===== src/include/io_regs_pkg.sv =====
// Register map constants for the upper I/O register bank
// Assumes an 8-bit data-memory address and 4-bit data path
package io_regs_pkg;
  localparam int ADDR_W = 8;
  localparam int DATA_W = 4;
  // Offsets
  localparam logic [7:0] TIMER_IRQ_MASK_OFS = 8'heb;
  localparam logic [7:0] INPUT_IRQ_CAUSE_OFS = 8'hed;
  localparam logic [7:0] STOPWATCH_IRQ_CAUSE_OFS = 8'hee;
  localparam logic [7:0] TIMER_IRQ_CAUSE_OFS = 8'hef;
  localparam logic [7:0] OUTPUT_PORT_DATA_OFS = 8'hf3;
  localparam logic [7:0] BIDIR_PORT_DATA_OFS = 8'hf6;
  localparam logic [7:0] TIMER_STOPWATCH_CTRL_OFS = 8'hf9;
  localparam logic [7:0] LOAD_VOLTAGE_DETECT_OFS = 8'hfa;
  localparam logic [7:0] LCD_DRIVE_SELECT_OFS = 8'hfb;
  localparam logic [7:0] PORT_DIRECTION_OFS = 8'hfc;
  localparam logic [7:0] TONE_FREQ_SELECT_OFS = 8'hfd;
  // Field positions
  localparam int MASK_32HZ_BIT = 0;
  localparam int MASK_2HZ_BIT = 2;
  localparam int TICK_MASK_W = 3;
  localparam int SW_CAUSE_W = 2;
  localparam int FREQ_OUT_BIT = 0;
  localparam int BUZZER_BIT = 1;
  localparam int STOPWATCH_CLEAR_BIT = 0;
  localparam int STOPWATCH_RUN_BIT = 1;
  localparam int CLOCK_TIMER_CLEAR_BIT = 2;
  localparam int SUPPLY_DETECT_EN_BIT = 0;
  localparam int LOW_SUPPLY_BIT = 1;
  localparam int HEAVY_LOAD_BIT = 3;
  localparam int LCD_STATIC_BIT = 3;
  localparam int PORT_DIR_BIT = 0;
  localparam int FREQ_SEL_LO_BIT = 0;
  localparam int FREQ_SEL_HI_BIT = 1;
  localparam int BUZZER_TONE_BIT = 3;
  // Reset values
  localparam logic [2:0] TIMER_IRQ_MASK_RST = 3'h0;
  localparam logic [3:0] OUTPUT_PORT_DATA_RST = 4'h0;
  localparam logic [3:0] BIDIR_PORT_DATA_RST = 4'h0;
  localparam logic [1:0] FREQ_SEL_RST = 2'h0;
  localparam logic CTRL_BIT_RST = 1'b0;
endpackage


===== src/include/cause_if.sv =====
// Carrier between the register bank and a bank of sticky cause flags
// Assumes set and clear come from the core clock domain
`timescale 1ns/1ps
interface cause_if #(parameter int W = 1);
  logic [W-1:0] set;
  logic clear;
  logic [W-1:0] flags;
  modport owner(output set, output clear, input flags);
  modport bank(input set, input clear, output flags);
endinterface


===== src/cause_flags.sv =====
// Sticky cause flag bank, cleared as a whole
// Assumes synchronous set pulses and an already synchronised reset
`timescale 1ns/1ps
module cause_flags #(
  parameter int W = 1
) (
  input wire logic clk_i,
  input wire logic rst_n_i,
  cause_if.bank c
);
  initial begin
    if (W < 1 || W > 4) begin
      $error("cause_flags width out of range");
    end
  end

  // Set wins over clear
  always_ff @(posedge clk_i or negedge rst_n_i) begin
    if (!rst_n_i) begin
      c.flags <= '0;
    end else begin
      c.flags <= (c.flags & ~{W{c.clear}}) | c.set;
    end
  end
endmodule


===== src/pin_sync.sv =====
// Three-stage input synchroniser with agreement filter
// Assumes asynchronous pin levels and a synchronised reset
`timescale 1ns/1ps
module pin_sync #(
  parameter int W = 1
) (
  input wire logic clk_i,
  input wire logic rst_n_i,
  input wire logic [W-1:0] pin_i,
  output logic [W-1:0] level_o
);
  logic [W-1:0] s1_q;
  logic [W-1:0] s2_q;
  logic [W-1:0] s3_q;

  initial begin
    if (W < 1) begin
      $error("pin_sync width must be positive");
    end
  end

  always_ff @(posedge clk_i or negedge rst_n_i) begin
    if (!rst_n_i) begin
      s1_q <= '0;
      s2_q <= '0;
      s3_q <= '0;
    end else begin
      s1_q <= pin_i;
      s2_q <= s1_q;
      s3_q <= s2_q;
    end
  end

  // Change counts once stages two and three agree
  always_ff @(posedge clk_i or negedge rst_n_i) begin
    if (!rst_n_i) begin
      level_o <= '0;
    end else begin
      for (int i = 0; i < W; i++) begin
        if (s2_q[i] == s3_q[i]) begin
          level_o[i] <= s3_q[i];
        end
      end
    end
  end
endmodule


===== src/io_control_register_bank.sv =====
// Upper I/O register bank: masks, cause flags, ports and control bits
// Assumes a one-cycle strobe register port on core_clk_i and same-clock event pulses
//
// The implementer's own choice: strobed register access.
`timescale 1ns/1ps
module io_control_register_bank #(
  parameter bit BUZZER_OPTION = 1'b1,
  parameter bit FREQ_OUT_OPTION = 1'b1
) (
  input wire logic core_clk_i,
  input wire logic rstn_i,
  input wire logic [7:0] addr_i,
  input wire logic [3:0] wdata_i,
  input wire logic wr_i,
  input wire logic rd_i,
  output logic [3:0] rdata_o,
  input wire logic input_cause_event_i,
  input wire logic input_irq_enable_i,
  input wire logic [1:0] stopwatch_event_i,
  input wire logic [1:0] stopwatch_irq_mask_i,
  input wire logic [2:0] tick_event_i,
  input wire logic low_supply_i,
  input wire logic buzzer_wave_i,
  input wire logic freq_wave_i,
  output logic [3:0] output_pins_o,
  input wire logic [3:0] bidir_pins_i,
  output logic [3:0] bidir_pins_o,
  output logic bidir_pins_oe_n_o,
  output logic clock_timer_clear_o,
  output logic stopwatch_clear_o,
  output logic stopwatch_run_o,
  output logic heavy_load_mode_o,
  output logic supply_detect_enable_o,
  output logic lcd_static_select_o,
  output logic port_dir_out_o,
  output logic buzzer_tone_select_o,
  output logic [1:0] freq_select_o,
  output logic buzzer_enable_o,
  output logic freq_out_enable_o,
  output logic irq_o
);
  ////////////////////////////////////////////////////////////////////////////
  // Reset release
  logic [1:0] rst_sync_q;
  logic rst_n;

  always_ff @(posedge core_clk_i or negedge rstn_i) begin
    if (!rstn_i) begin
      rst_sync_q <= 2'h0;
    end else begin
      rst_sync_q <= {rst_sync_q[0], 1'b1};
    end
  end
  assign rst_n = rst_sync_q[1];

  ////////////////////////////////////////////////////////////////////////////
  // Decode
  logic wr_mask, wr_port, wr_bidir, wr_ctrl, wr_load, wr_lcd, wr_dir, wr_tone;
  logic rd_input, rd_sw, rd_tick;

  assign wr_mask = wr_i && addr_i == io_regs_pkg::TIMER_IRQ_MASK_OFS;
  assign wr_port = wr_i && addr_i == io_regs_pkg::OUTPUT_PORT_DATA_OFS;
  assign wr_bidir = wr_i && addr_i == io_regs_pkg::BIDIR_PORT_DATA_OFS;
  assign wr_ctrl = wr_i && addr_i == io_regs_pkg::TIMER_STOPWATCH_CTRL_OFS;
  assign wr_load = wr_i && addr_i == io_regs_pkg::LOAD_VOLTAGE_DETECT_OFS;
  assign wr_lcd = wr_i && addr_i == io_regs_pkg::LCD_DRIVE_SELECT_OFS;
  assign wr_dir = wr_i && addr_i == io_regs_pkg::PORT_DIRECTION_OFS;
  assign wr_tone = wr_i && addr_i == io_regs_pkg::TONE_FREQ_SELECT_OFS;
  assign rd_input = rd_i && addr_i == io_regs_pkg::INPUT_IRQ_CAUSE_OFS;
  assign rd_sw = rd_i && addr_i == io_regs_pkg::STOPWATCH_IRQ_CAUSE_OFS;
  assign rd_tick = rd_i && addr_i == io_regs_pkg::TIMER_IRQ_CAUSE_OFS;

  ////////////////////////////////////////////////////////////////////////////
  // Cause flags, cleared by reading them
  cause_if #(.W(1)) input_c ();
  cause_if #(.W(io_regs_pkg::SW_CAUSE_W)) sw_c ();
  cause_if #(.W(io_regs_pkg::TICK_MASK_W)) tick_c ();

  assign input_c.set = input_cause_event_i;
  assign input_c.clear = rd_input;
  assign sw_c.set = stopwatch_event_i;
  assign sw_c.clear = rd_sw;
  assign tick_c.set = tick_event_i;
  assign tick_c.clear = rd_tick;

  cause_flags #(.W(1)) u_input_cause (.clk_i(core_clk_i), .rst_n_i(rst_n), .c(input_c));
  cause_flags #(.W(io_regs_pkg::SW_CAUSE_W)) u_sw_cause (
    .clk_i(core_clk_i),
    .rst_n_i(rst_n),
    .c(sw_c)
  );
  cause_flags #(.W(io_regs_pkg::TICK_MASK_W)) u_tick_cause (
    .clk_i(core_clk_i),
    .rst_n_i(rst_n),
    .c(tick_c)
  );

  ////////////////////////////////////////////////////////////////////////////
  // Pin inputs
  logic low_supply_s;
  logic [3:0] bidir_s;

  pin_sync #(.W(1)) u_supply_sync (.clk_i(core_clk_i), .rst_n_i(rst_n), .pin_i(low_supply_i), .level_o(low_supply_s));
  pin_sync #(.W(4)) u_bidir_sync (.clk_i(core_clk_i), .rst_n_i(rst_n), .pin_i(bidir_pins_i), .level_o(bidir_s));

  ////////////////////////////////////////////////////////////////////////////
  // Writable registers
  logic [2:0] tick_mask_q;
  logic [3:0] port_q;
  logic [3:0] bidir_q;
  logic sw_run_q, heavy_q, supply_en_q, lcd_static_q, dir_q, tone_q;
  logic [1:0] freq_sel_q;

  always_ff @(posedge core_clk_i or negedge rst_n) begin
    if (!rst_n) begin
      tick_mask_q <= io_regs_pkg::TIMER_IRQ_MASK_RST;
    end else if (wr_mask) begin
      tick_mask_q <= wdata_i[io_regs_pkg::MASK_2HZ_BIT:io_regs_pkg::MASK_32HZ_BIT];
    end
  end

  always_ff @(posedge core_clk_i or negedge rst_n) begin
    if (!rst_n) begin
      port_q <= io_regs_pkg::OUTPUT_PORT_DATA_RST;
    end else if (wr_port) begin
      port_q <= wdata_i;
    end
  end

  always_ff @(posedge core_clk_i or negedge rst_n) begin
    if (!rst_n) begin
      bidir_q <= io_regs_pkg::BIDIR_PORT_DATA_RST;
    end else if (wr_bidir) begin
      bidir_q <= wdata_i;
    end
  end

  always_ff @(posedge core_clk_i or negedge rst_n) begin
    if (!rst_n) begin
      sw_run_q <= io_regs_pkg::CTRL_BIT_RST;
    end else if (wr_ctrl) begin
      sw_run_q <= wdata_i[io_regs_pkg::STOPWATCH_RUN_BIT];
    end
  end

  always_ff @(posedge core_clk_i or negedge rst_n) begin
    if (!rst_n) begin
      heavy_q <= io_regs_pkg::CTRL_BIT_RST;
      supply_en_q <= io_regs_pkg::CTRL_BIT_RST;
    end else if (wr_load) begin
      heavy_q <= wdata_i[io_regs_pkg::HEAVY_LOAD_BIT];
      supply_en_q <= wdata_i[io_regs_pkg::SUPPLY_DETECT_EN_BIT];
    end
  end

  always_ff @(posedge core_clk_i or negedge rst_n) begin
    if (!rst_n) begin
      lcd_static_q <= io_regs_pkg::CTRL_BIT_RST;
    end else if (wr_lcd) begin
      lcd_static_q <= wdata_i[io_regs_pkg::LCD_STATIC_BIT];
    end
  end

  always_ff @(posedge core_clk_i or negedge rst_n) begin
    if (!rst_n) begin
      dir_q <= io_regs_pkg::CTRL_BIT_RST;
    end else if (wr_dir) begin
      dir_q <= wdata_i[io_regs_pkg::PORT_DIR_BIT];
    end
  end

  always_ff @(posedge core_clk_i or negedge rst_n) begin
    if (!rst_n) begin
      tone_q <= io_regs_pkg::CTRL_BIT_RST;
      freq_sel_q <= io_regs_pkg::FREQ_SEL_RST;
    end else if (wr_tone) begin
      tone_q <= wdata_i[io_regs_pkg::BUZZER_TONE_BIT];
      freq_sel_q <= {wdata_i[io_regs_pkg::FREQ_SEL_HI_BIT], wdata_i[io_regs_pkg::FREQ_SEL_LO_BIT]};
    end
  end

  ////////////////////////////////////////////////////////////////////////////
  // Write-only clear pulses
  always_ff @(posedge core_clk_i or negedge rst_n) begin
    if (!rst_n) begin
      clock_timer_clear_o <= 1'b0;
      stopwatch_clear_o <= 1'b0;
    end else begin
      clock_timer_clear_o <= wr_ctrl && wdata_i[io_regs_pkg::CLOCK_TIMER_CLEAR_BIT];
      stopwatch_clear_o <= wr_ctrl && wdata_i[io_regs_pkg::STOPWATCH_CLEAR_BIT];
    end
  end

  ////////////////////////////////////////////////////////////////////////////
  // Pin and control outputs
  always_ff @(posedge core_clk_i or negedge rst_n) begin
    if (!rst_n) begin
      output_pins_o <= 4'h0;
      buzzer_enable_o <= 1'b0;
      freq_out_enable_o <= 1'b0;
    end else begin
      output_pins_o <= port_q;
      buzzer_enable_o <= BUZZER_OPTION && port_q[io_regs_pkg::BUZZER_BIT];
      freq_out_enable_o <= FREQ_OUT_OPTION && port_q[io_regs_pkg::FREQ_OUT_BIT];
      if (BUZZER_OPTION) begin
        output_pins_o[io_regs_pkg::BUZZER_BIT] <= port_q[io_regs_pkg::BUZZER_BIT] && buzzer_wave_i;
      end
      if (FREQ_OUT_OPTION) begin
        output_pins_o[io_regs_pkg::FREQ_OUT_BIT] <= port_q[io_regs_pkg::FREQ_OUT_BIT] && freq_wave_i;
      end
    end
  end

  always_ff @(posedge core_clk_i or negedge rst_n) begin
    if (!rst_n) begin
      bidir_pins_o <= 4'h0;
      bidir_pins_oe_n_o <= 1'b1;
    end else begin
      bidir_pins_o <= bidir_q;
      bidir_pins_oe_n_o <= !dir_q;
    end
  end

  assign stopwatch_run_o = sw_run_q;
  assign heavy_load_mode_o = heavy_q;
  assign supply_detect_enable_o = supply_en_q;
  assign lcd_static_select_o = lcd_static_q;
  assign port_dir_out_o = dir_q;
  assign buzzer_tone_select_o = tone_q;
  assign freq_select_o = freq_sel_q;

  ////////////////////////////////////////////////////////////////////////////
  // Interrupt request
  always_ff @(posedge core_clk_i or negedge rst_n) begin
    if (!rst_n) begin
      irq_o <= 1'b0;
    end else begin
      irq_o <= |(tick_c.flags & tick_mask_q) || |(sw_c.flags & stopwatch_irq_mask_i) ||
               (input_c.flags[0] && input_irq_enable_i);
    end
  end

  ////////////////////////////////////////////////////////////////////////////
  // Read data, one cycle after the strobe
  always_ff @(posedge core_clk_i or negedge rst_n) begin
    if (!rst_n) begin
      rdata_o <= 4'h0;
    end else if (rd_i) begin
      unique case (addr_i)
        io_regs_pkg::TIMER_IRQ_MASK_OFS: rdata_o <= {1'b0, tick_mask_q};
        io_regs_pkg::INPUT_IRQ_CAUSE_OFS: rdata_o <= {3'h0, input_c.flags};
        io_regs_pkg::STOPWATCH_IRQ_CAUSE_OFS: rdata_o <= {2'h0, sw_c.flags};
        io_regs_pkg::TIMER_IRQ_CAUSE_OFS: rdata_o <= {1'b0, tick_c.flags};
        io_regs_pkg::OUTPUT_PORT_DATA_OFS: rdata_o <= port_q;
        io_regs_pkg::BIDIR_PORT_DATA_OFS: rdata_o <= dir_q ? bidir_q : bidir_s;
        io_regs_pkg::TIMER_STOPWATCH_CTRL_OFS: rdata_o <= {2'h0, sw_run_q, 1'b0};
        io_regs_pkg::LOAD_VOLTAGE_DETECT_OFS: rdata_o <= {heavy_q, 1'b0, low_supply_s, supply_en_q};
        io_regs_pkg::LCD_DRIVE_SELECT_OFS: rdata_o <= {lcd_static_q, 3'h0};
        io_regs_pkg::PORT_DIRECTION_OFS: rdata_o <= {3'h0, dir_q};
        io_regs_pkg::TONE_FREQ_SELECT_OFS: rdata_o <= {tone_q, 1'b0, freq_sel_q};
        default: rdata_o <= 4'h0;
      endcase
    end else begin
      rdata_o <= 4'h0;
    end
  end
endmodule


===== config.mk =====
export PLATFORM = sky130hd
export DESIGN_NAME = io_control_register_bank
export DESIGN_NICKNAME = d
export VERILOG_FILES = /design/src/include/io_regs_pkg.sv /design/src/include/cause_if.sv /design/src/cause_flags.sv /design/src/pin_sync.sv /design/src/io_control_register_bank.sv
export SDC_FILE = /design/constraint.sdc
export NUM_CORES = 1
export LEC_CHECK = 0
export BUFFER_PORTS_ARGS = -buffer_cell sky130_fd_sc_hd__buf_2
export CAP_MARGIN = 20
export CORE_MARGIN = 2
export CORE_UTILIZATION = 57
export DETAILED_ROUTE_END_ITERATION = 8
export GPL_ROUTABILITY_DRIVEN = 0
export PLACE_DENSITY = 0.91
export SLEW_MARGIN = 30
export SYNTH_ARGS = -nofsm -noshare
export SYNTH_HDL_FRONTEND = slang
export SYNTH_SLANG_ARGS = --single-unit

===== constraint.sdc =====
create_clock -name core_clk_i -period 4.4 [get_ports core_clk_i]
set_input_delay 0.44 -clock core_clk_i [delete_from_list [all_inputs] [get_ports core_clk_i]]
set_output_delay 0.44 -clock core_clk_i [all_outputs]
set_load 0.01 [all_outputs]

; Yosys cells after proc, flatten, opt, wreduce, memory -nomap -nowiden
; Index checks and enable logic that the tools add are counted.
[totals]
reg_bits = 65
word_cells = 85
[classes]
bitwise_logic = 11
n_mux = 3
eq_ne = 16
reduce_logical = 21
[ops]
columns = op, n
row1 = $eq 8x8->1 const B, 11
row2 = $pmux 4 s11, 1
row3 = $logic_and 1x1->1, 16
row4 = $mux 4, 2
row5 = $and 3x3->3, 2
row6 = $eq 1x1->1, 5
row7 = $and 2x2->2, 2
row8 = $not 3->3, 1
row9 = $or 3x3->3, 1
row10 = $reduce_or 3->1, 1
row11 = $logic_or 1x1->1, 2
row12 = $not 2->2, 1
row13 = $or 2x2->2, 1
row14 = $reduce_or 2->1, 1
row15 = $and 1x1->1, 1
row16 = $logic_not 1->1, 1
row17 = $not 1->1, 1
row18 = $or 1x1->1, 1

; Logic depth before layout (Yosys ltp)
; Gate-level depths: netlist of run 1.
[logic_depth]
word_depth = 5
ltp_mapped = 5

; Cells and area by module
; Synthesis of run 1 repeated with hierarchy kept, for this count alone.
[hier_totals]
hier_cells = 192
area_unflattened_um2 = 2600.0
[by_module_without_submodules]
columns = mod, area_each_um2, seq_area_each_um2, cells_each, n_inst
row1 = io_control_register_bank, 1836.8, 977.2, 152, 1
row2 = pin_sync at u_bidir_sync, 445.4, 400.4, 20, 1
row3 = pin_sync at u_supply_sync, 111.4, 100.1, 5, 1
row4 = cause_flags at u_tick_cause, 101.3, 75.1, 7, 1
row5 = cause_flags at u_sw_cause, 68.8, 50.0, 5, 1
row6 = cause_flags at u_input_cause, 36.3, 25.0, 3, 1

; Worst setup path before layout of run 1
; OpenSTA, ideal clock, no wires.
[synth_path]
kind = input-to-reg
startpoint = in addr_i[7]
endpoint = reg tick_mask_q[0]
path_stages = 4
path_slack_ns = 2.774
n_path_buf = 0
arrival_time_ns = 1.498
required_ns = 4.272
setup_time_ns = 0.128
path_cell_list = and3_1 -> nor3b_2 -> and3_1 -> mux2_1
[synth_between]
elab_chain_cells = 2
[synth_lines]
columns = element, line
row1 = start: declaration, io_control_register_bank.sv:12  ; input wire logic [7:0] addr_i,
row2 = $eq 8x8->1, io_control_register_bank.sv:61  ; assign wr_mask = wr_i && addr_i == io_regs_pkg::TIMER_IRQ_MASK_OFS;
row3 = $logic_and 1x1->1, io_control_register_bank.sv:61
row4 = end signal: assignment, io_control_register_bank.sv:116  ; tick_mask_q <= io_regs_pkg::TIMER_IRQ_MASK_RST;
row5 = end signal: assignment, io_control_register_bank.sv:118  ; tick_mask_q <= wdata_i[io_regs_pkg::MASK_2HZ_BIT:io_regs_pkg::MASK_32HZ_BIT];
row6 = end: declaration, io_control_register_bank.sv:108  ; logic [2:0] tick_mask_q;
; Every way passes these cells.
; A chain may end at the register's enable or synchronous reset.

; Worst setup path in the final report of run 1
[layout_path]
startpoint = in addr_i[1]
endpoint = reg tick_mask_q[0]
; The elaborated chain is that of the path after synthesis.

==> impl_metrics.env, run 1 <==
export IMPL_outcome="finished clean"
export IMPL_root_buffer="clkbuf_8"
export IMPL_worst_pin_slew_ns=0.752
export IMPL_nets=278
export IMPL_track_usage=0.236
export IMPL_multi_input_area_sq_um=908
export IMPL_final_layout_size_suffix_gt1_frac=0.359
export IMPL_endpoint_kind="flip-flop"
export IMPL_n_antenna_cell=0
export IMPL_ys_seq_elements=65
export IMPL_rr_startpoint="port_dir_out_o"
export IMPL_worstSetupStartpointType="input port"
export IMPL_final_antenna_net_count=0
export IMPL_critPathLaunch="addr_i[1]"
export IMPL_antenna_found_initial=0
export IMPL_clockBufferDepth=2
export IMPL_syn_avg_cell_area_sq_um=14.2
export IMPL_crit_end="tick_mask_q[0]"
export IMPL_layout_common_cells="63 x dfrtp_1, 57 x buf_2, 17 x mux2_1"
export IMPL_clkTransAtPathRegs_ns=0.07
export IMPL_synthCells=182
export IMPL_fmax_mhz=618
export IMPL_pwr_density_cell_nw_per_um2=409
export IMPL_peakVddDrop_v=0.000366
export IMPL_whs_ns=0.208
export IMPL_routedWlPerCell_um=17.3
export IMPL_fillerInstances=302
export IMPL_worstPathArrival_ns=1.84
export IMPL_initial_core_util=0.594
export IMPL_clkLatencyLatePin_ns=0.34
export IMPL_fin_skew_ns=0.00675
export IMPL_cts_tree="yes"
export IMPL_cp_max_fo=15
export IMPL_htree_levels=3
export IMPL_setup_viol=0
export IMPL_leakage_nw=1.53
export IMPL_place_hpwl_um=3670
export IMPL_via_per_inst=5.81
export IMPL_cts_inserted_buffers=9
export IMPL_core_sq_um=4350
export IMPL_die_h_um=71.4
export IMPL_first_global_vias=1808
export IMPL_row_count=24
export IMPL_grt_max_degree=64
export IMPL_dr_total_vias=1759
export IMPL_grt_pass1_wl_um=8850
export IMPL_ff2ff_path_depth=4
export IMPL_drtPass1Iterations=4
export IMPL_regArea_sq_um=1630
export IMPL_yosysUniqueCellTypes=48
export IMPL_min_period_ns=1.62
export IMPL_syn_num_nets=214
export IMPL_synthArstFlopShare=1.00
export IMPL_fin_crit_sh=0.368
export IMPL_syn_area_sq_um=2590
export IMPL_r2r_slack_ns=3.01
export IMPL_io_pins=58
export IMPL_required_ns=4.62
export IMPL_drtIter0Drc=139
export IMPL_hp_class="input port to flip-flop"
export IMPL_mostFrequentLayoutCell="dfrtp_1"
export IMPL_rr_endpoint="rdata_o[0]"
export IMPL_min_path_cells=1
export IMPL_die_area_sq_um=5090
export IMPL_finalMaxSlewViolations=0
export IMPL_drv_cap=0
export IMPL_synth_edf_count=0
export IMPL_tns_ns=0
export IMPL_dieWidth_um=71.4
export IMPL_drc_errors=0
export IMPL_hold_violations=0
export IMPL_maxSlewHeadroom=0.499
export IMPL_rsz0062_at_grt="no"
export IMPL_cts_sink_count=65
export IMPL_io_buffers=57
export IMPL_synth_main_ff_cell="dfrtp_1"
export IMPL_synth_seq_area_share=0.629
export IMPL_synth_warnings=0
export IMPL_cts_resized=0
export IMPL_wl_um=5250
export IMPL_grt_overflow_total=0
export IMPL_areaGrowthSynthToFinish_pct=21.4
export IMPL_worstSetupPathType="input port to flip-flop"
==> worst min path at each step <==
stage                                 endpoint       startpoint  slack [ns]
final                     u_bidir_sync.s1_q[3]  bidir_pins_i[3]        0.21
after global routing      u_bidir_sync.s1_q[2]  bidir_pins_i[2]        0.19
after CTS                 u_bidir_sync.s1_q[0]  bidir_pins_i[0]        0.19
after detailed placement         rst_sync_q[0]           rstn_i        0.23
after global placement           rst_sync_q[0]           rstn_i        0.22
after floorplan                  rst_sync_q[0]           rstn_i        0.14
==> final cells by class <==
| class | count | area share |
|---|---|---|
| well taps | 52 | 0.0207 |
| flip-flops and latches | 65 | 0.519 |
| inverters | 4 | 0.00478 |
| clock buffers | 11 | 0.0450 |
| clock inverters | 5 | 0.0251 |
| repair buffers | 59 | 0.0964 |
| multi-input cells | 107 | 0.289 |
==> synthesized netlist by cell type, types with 4 or more instances <==
cell type / instances / area, sq um
a21o_1: 5 / 37.5
and2_1: 5 / 31.3
and3_1: 4 / 25.0
dfrtp_1: 64 / 1600
maj3_1: 5 / 50.1
mux2_1: 17 / 191
mux2_2: 4 / 45.0
mux2i_1: 8 / 80.1
nand2b_1: 4 / 25.0
nor2_1: 4 / 15.0
nor4_1: 4 / 25.0
o2bb2ai_1: 4 / 35.0
==> per-stage QoR <==
stage	cell area [sq um]	std cells	setup WS, ns	total power [mW]	utilization
after detailed placement	2910	286	2.47	0.742	0.668
after global placement	2910	286	2.54	0.738	0.668
after CTS	3140	303	2.84	1.30	0.721
after floorplan	2590	182	2.46	0.700	-
after global routing	3140	303	2.72	1.34	0.721
final	3140	303	2.78	1.29	0.721
==> what timing repair did <==
item / CTS / global route
setup buffers: 0 / 0
hold buffers: 1 / 0
endpoints found under the hold margin: 2 / 0
==> worst max-delay path, cell delays in order <==
cell and delay (ns):
buf_2 0.26, nand2_2 0.14, nor3b_2 0.33, and3_1 0.31
mux2_1 0.35
==> cell families (layout without fill, tap and decap cells) <==
group,after synthesis,after routing,share of synthesized area
flops,65,65,0.629
simple gates,46,46,0.124
mux,29,29,0.122
compound gates,25,25,0.0808
buf+inv,10,79,0.0198
fa+ha+maj,5,5,0.0193
other cells,1,1,0.00145
xor+xnor,1,1,0.00339
==> where the power goes <==
group	total (mW)	switching [mW]	internal, mW	leakage (nW)
clock	0.554	0.221	0.334	0.113
combinational	0.0921	0.0535	0.0386	0.601
sequential	0.639	0.0154	0.624	0.812
==> metal layers <==
metal	up-vias	global-route usage	routed length, um
met5	-	0	0
met4	0	0.101	119
met3	12	0.0788	377
met2	81	0.348	2460
met1	872	0.325	2290
li1	794	-	-
No activity file was read; power rests on OpenSTA's default activity.
==> run 2: changes to the inputs <==
--- a/config.mk
+++ b/config.mk
@@ -8,10 +8,10 @@
 export BUFFER_PORTS_ARGS = -buffer_cell sky130_fd_sc_hd__buf_2
 export CAP_MARGIN = 20
 export CORE_MARGIN = 2
-export CORE_UTILIZATION = 57
+export CORE_UTILIZATION = 53
 export DETAILED_ROUTE_END_ITERATION = 8
 export GPL_ROUTABILITY_DRIVEN = 0
-export PLACE_DENSITY = 0.91
+export PLACE_DENSITY = 0.86
 export SLEW_MARGIN = 30
 export SYNTH_ARGS = -nofsm -noshare
 export SYNTH_HDL_FRONTEND = slang
==> constraint.sdc (replaced) <==
create_clock -name core_clk_i -period 1.5 [get_ports core_clk_i]
set_input_delay 0.15 -clock core_clk_i [delete_from_list [all_inputs] [get_ports core_clk_i]]
set_output_delay 0.15 -clock core_clk_i [all_outputs]
set_load 0.01 [all_outputs]
==> impl_metrics.env, run 2 (synthesis gave the netlist of run 1 again) <==
export IMPL_r2r_slack_ns=0.18
export IMPL_initial_core_util=0.548
export IMPL_setup_viol=0
export IMPL_hp_class="input port to flip-flop"
export IMPL_via_per_inst=5.46
export IMPL_cts_tree="yes"
export IMPL_drv_cap=0
export IMPL_finalMaxSlewViolations=0
export IMPL_clkPwrFrac=0.410
export IMPL_rsz0062_at_grt="no"
export IMPL_nets=299
export IMPL_p_sw_frac=0.224
export IMPL_worstSetupPathType="flip-flop to flip-flop"
export IMPL_critPathLaunch="port_dir_out_o"
export IMPL_fillerInstances=323
export IMPL_clkTransAtPathRegs_ns=0.07
export IMPL_worstSetupStartpointType="flip-flop"
export IMPL_endpoint_kind="flip-flop"
export IMPL_drtPass1Iterations=4
export IMPL_io_buffers=57
export IMPL_htree_levels=3
export IMPL_dr_total_vias=1850
export IMPL_leakage_nw=1.62
export IMPL_path_cells="mux2i_1 -> o32ai_1 -> a221oi_1 -> nor4_1"
export IMPL_cpLargestDelayFamily="flip-flops"
export IMPL_clockBufferDepth=2
export IMPL_finalNonFillerCells=339
export IMPL_peakVddDrop_v=0.000867
export IMPL_areaGrowthSynthToFinish_pct=29.8
export IMPL_worstPathArrival_ns=1.52
export IMPL_min_period_ns=1.32
export IMPL_rr_startpoint="port_dir_out_o"
export IMPL_cts_inserted_buffers=9
export IMPL_p_int_mw=2.88
export IMPL_cts_sink_count=65
export IMPL_rr_endpoint="rdata_o[3]"
export IMPL_cp_max_fo=8
export IMPL_seq_power_share=0.508
export IMPL_fin_crit_sh=0.878
export IMPL_path_buf_inv=0
export IMPL_crit_end="rdata_o[3]"
export IMPL_p_sw_mw=0.833
export IMPL_final_antenna_net_count=0
export IMPL_max_stage_delay_ns=0.48
export IMPL_final_area_sq_um=3360
export IMPL_ff2ff_path_depth=4
export IMPL_drtIter0Drc=131
export IMPL_hold_violations=0
export IMPL_root_buffer="clkbuf_8"
export IMPL_clkLatencyLatePin_ns=0.34
export IMPL_wl_um=5690
export IMPL_dieWidth_um=73.9
export IMPL_grt_pass1_wl_um=9280
export IMPL_fmax_mhz=760
export IMPL_path_depth=4
export IMPL_pwr_density_cell_nw_per_um2=1110
export IMPL_die_area_sq_um=5460
export IMPL_required_ns=1.70
export IMPL_antenna_found_initial=0
export IMPL_outcome="finished clean"
export IMPL_layout_common_cells="62 x dfrtp_1, 57 x buf_2, 17 x mux2_1"
export IMPL_grt_max_degree=24
export IMPL_core_sq_um=4720
export IMPL_grt_overflow_total=0
export IMPL_multi_input_area_sq_um=908
export IMPL_routedWlPerCell_um=16.8
export IMPL_row_count=25
export IMPL_drc_errors=0
export IMPL_final_layout_size_suffix_gt1_frac=0.368
export IMPL_io_pins=58
export IMPL_placedCellCount=311
export IMPL_track_usage=0.238
export IMPL_power_mw=3.72
export IMPL_slowest_stage="dfrtp_2"
export IMPL_mostFrequentLayoutCell="dfrtp_1"
export IMPL_place_hpwl_um=4050
export IMPL_n_antenna_cell=0
export IMPL_first_global_vias=1882
export IMPL_die_h_um=73.9
export IMPL_regArea_sq_um=1630
export IMPL_placement_cell_area_sq_um=3030
export IMPL_fin_util=0.711
export IMPL_pwr_share_comb=0.083
export IMPL_fin_skew_ns=0.00640
## run 2: metrics by stage
stage                     setup WS (ns)  hold WS [ns]  TNS [ns]
after floorplan                   0.157        -0.146         0
after global placement         -0.00681       -0.0640   -0.0124
after detailed placement        -0.0374       -0.0627    -0.157
after CTS                        0.0918        0.0280         0
after global routing              0.104        0.0418         0
final                             0.184        0.0310         0
## run 2: worst min-delay path by stage
stage                   from  slack [ns]                to  cells past startpoint
2_1_floorplan         rstn_i       -0.15     rst_sync_q[0]                      0
3_3_place_gp          rstn_i       -0.06     rst_sync_q[0]                      1
3_5_place_dp          rstn_i       -0.06     rst_sync_q[0]                      1
4_1_cts        buzzer_wave_i        0.03  output_pins_o[1]                      2
5_1_grt          freq_wave_i        0.04  output_pins_o[0]                      2
6_report       buzzer_wave_i        0.03  output_pins_o[1]                      2
## run 2: power groups by stage
| stage | clock, mW | sequential, mW | combinational, mW |
|---|---|---|---|
| after CTS | 1.54 | 1.89 | 0.307 |
| final | 1.52 | 1.89 | 0.307 |
| after detailed placement | 0 | 1.92 | 0.283 |
| after global routing | 1.64 | 1.90 | 0.336 |
| after global placement | 0 | 1.91 | 0.273 |
| after floorplan | 0 | 1.93 | 0.126 |
## run 2: cell type report
type / count / share of cell area
timing repair buffer: 80 / 0.153
sequential: 65 / 0.485
clock buffer: 14 / 0.0514
tap: 67 / 0.0250
multi-input combinational: 107 / 0.270
clock inverter: 2 / 0.0104
inverter: 4 / 0.00447
## run 2: what timing repair did
action                                 in CTS  in global routing
setup buffers                               0                  0
resized for setup                           0                  1
endpoints found under the hold margin      13                  0
setup endpoints to repair                   0                  1
hold buffers                               12                  0
## run 2: worst register-to-register path: stages, from the launching register on
cell	delay [ns]
dfrtp_2	0.48
mux2i_1	0.22
o32ai_1	0.10
a221oi_1	0.26
nor4_1	0.11
## run 2: metal layers
layer / routed length [um] / vias up / part of all wire / global-route usage
met1: 2430 / 914 / 0.43 / 0.324
li1: - / 844 / - / -
met5: 0 / - / 0 / 0
met3: 385 / 13 / 0.068 / 0.0645
met4: 136 / 0 / 0.024 / 0.111
met2: 2740 / 79 / 0.48 / 0.356
==> run 3: changes to the inputs <==
--- a/config.mk
+++ b/config.mk
@@ -8,10 +8,10 @@
 export BUFFER_PORTS_ARGS = -buffer_cell sky130_fd_sc_hd__buf_2
 export CAP_MARGIN = 20
 export CORE_MARGIN = 2
-export CORE_UTILIZATION = 53
+export CORE_UTILIZATION = 41
 export DETAILED_ROUTE_END_ITERATION = 8
 export GPL_ROUTABILITY_DRIVEN = 0
-export PLACE_DENSITY = 0.86
+export PLACE_DENSITY = 0.71
 export SLEW_MARGIN = 30
 export SYNTH_ARGS = -nofsm -noshare
 export SYNTH_HDL_FRONTEND = slang
==> impl_metrics.env, run 3 (synthesis gave the netlist of run 1 again) <==
export IMPL_htree_levels=3
export IMPL_nets=301
export IMPL_wl_um=5550
export IMPL_max_stage_delay_ns=0.49
export IMPL_root_buffer="clkbuf_8"
export IMPL_clockBufferDepth=2
export IMPL_drtPass1Iterations=4
export IMPL_finalMaxSlewViolations=0
export IMPL_rsz0062_at_grt="no"
export IMPL_grt_max_degree=32
export IMPL_place_hpwl_um=4130
export IMPL_placement_cell_area_sq_um=3040
export IMPL_first_global_vias=1868
export IMPL_dieWidth_um=83.4
export IMPL_drtIter0Drc=101
export IMPL_track_usage=0.175
export IMPL_cts_sink_count=65
export IMPL_initial_core_util=0.429
export IMPL_mostFrequentLayoutCell="dfrtp_1"
export IMPL_die_area_sq_um=6960
export IMPL_n_antenna_cell=0
export IMPL_die_h_um=83.4
export IMPL_io_buffers=57
export IMPL_critPathLaunch="port_dir_out_o"
export IMPL_fmax_mhz=753
export IMPL_grt_pass1_wl_um=9320
export IMPL_fin_skew_ns=0.00226
export IMPL_areaGrowthSynthToFinish_pct=30.2
export IMPL_fin_crit_sh=0.885
export IMPL_slowest_stage="dfrtp_2"
export IMPL_layout_common_cells="62 x dfrtp_1, 57 x buf_2, 17 x mux2_1"
export IMPL_drv_cap=0
export IMPL_pwr_density_cell_nw_per_um2=1090
export IMPL_io_pins=58
export IMPL_setup_viol=0
export IMPL_worstSetupStartpointType="flip-flop"
export IMPL_worstSetupPathType="flip-flop to flip-flop"
export IMPL_routedWlPerCell_um=15.9
export IMPL_path_cells="mux2i_1 -> o2bb2ai_1 -> a32oi_1 -> a211oi_1"
export IMPL_final_antenna_net_count=0
export IMPL_hp_class="input port to flip-flop"
export IMPL_dr_total_vias=1804
export IMPL_cts_inserted_buffers=9
export IMPL_grt_overflow_total=0
export IMPL_clkTransAtPathRegs_ns=0.07
export IMPL_final_layout_size_suffix_gt1_frac=0.380
export IMPL_required_ns=1.71
export IMPL_drc_errors=0
export IMPL_core_sq_um=6030
export IMPL_endpoint_kind="flip-flop"
export IMPL_leakage_nw=1.63
export IMPL_worstPathArrival_ns=1.54
export IMPL_antenna_found_initial=0
export IMPL_peakVddDrop_v=0.000629
export IMPL_fin_util=0.559
export IMPL_rr_startpoint="port_dir_out_o"
export IMPL_outcome="finished clean"
export IMPL_postCtsSetupRepairBufs=0
export IMPL_clkLatencyLatePin_ns=0.34
export IMPL_hold_violations=0
export IMPL_final_area_sq_um=3370
export IMPL_via_per_inst=5.17
export IMPL_row_count=28
export IMPL_min_period_ns=1.33
export IMPL_cts_tree="yes"
export IMPL_hold_start="freq_wave_i"
export IMPL_cp_max_fo=8
[run 3: timing repair]
action	in CTS	in global routing
hold endpoints to repair	13	0
hold buffers	12	0
resized for setup	0	1
endpoints found under the setup margin	0	2
[run 3: area by class of cell]
type                       count  area [sq um]
clock inverter                 5          53.8
timing repair buffer          82           515
tap                           75          93.8
multi-input combinational    107           908
clock buffer                  11           151
fill                         509          2660
inverter                       4          15.0
sequential                    65          1630
[run 3: power breakdown]
part	internal, mW	switching (mW)
logic	0.149	0.155
clock network	0.851	0.640
registers	1.83	0.0537
total	2.83	0.849
[run 3: stage by stage]
| step | instances | TNS [ns] | hold WS, ns | power (mW) | worst slack [ns] |
|---|---|---|---|---|---|
| after floorplan | 182 | 0 | -0.146 | 2.05 | 0.157 |
| after global placement | 321 | -0.0258 | -0.0619 | 2.19 | -0.0125 |
| after detailed placement | 321 | -0.328 | -0.0606 | 2.20 | -0.0817 |
| after CTS | 349 | 0 | 0.0142 | 3.74 | 0.0615 |
| after global routing | 349 | 0 | 0.0109 | 3.85 | 0.0796 |
| final | 349 | 0 | 0.0269 | 3.68 | 0.172 |
[run 3: layer usage]
layer  wire, um  track usage  vias to the layer above
met5          0            0                        -
met3        377       0.0626                        9
li1           -            -                      847
met4         96       0.0704                        0
met1       2540        0.234                      885
met2       2530        0.261                       63
[run 3: final timing paths]
| path | slack, ns | cells after the start | endpoint |
|---|---|---|---|
| min in group asynchronous | 0.12 | 2 | rst_sync_q[1] |
| max | 0.17 | 4 | rdata_o[0] |
| max in group asynchronous | 0.74 | 1 | bidir_pins_oe_n_o |
| max reg2reg | 0.17 | 4 | rdata_o[0] |
| min reg2reg | 0.20 | 0 | u_bidir_sync.s2_q[3] |
| min | 0.03 | 2 | output_pins_o[0] |
[run 3: worst max-delay path, delay by kind of cell (launching register included)]
family         cells  cell delay, ns
flip-flops         1            0.49
AO/OA/AOI/OAI      3            0.43
multiplexers       1            0.28
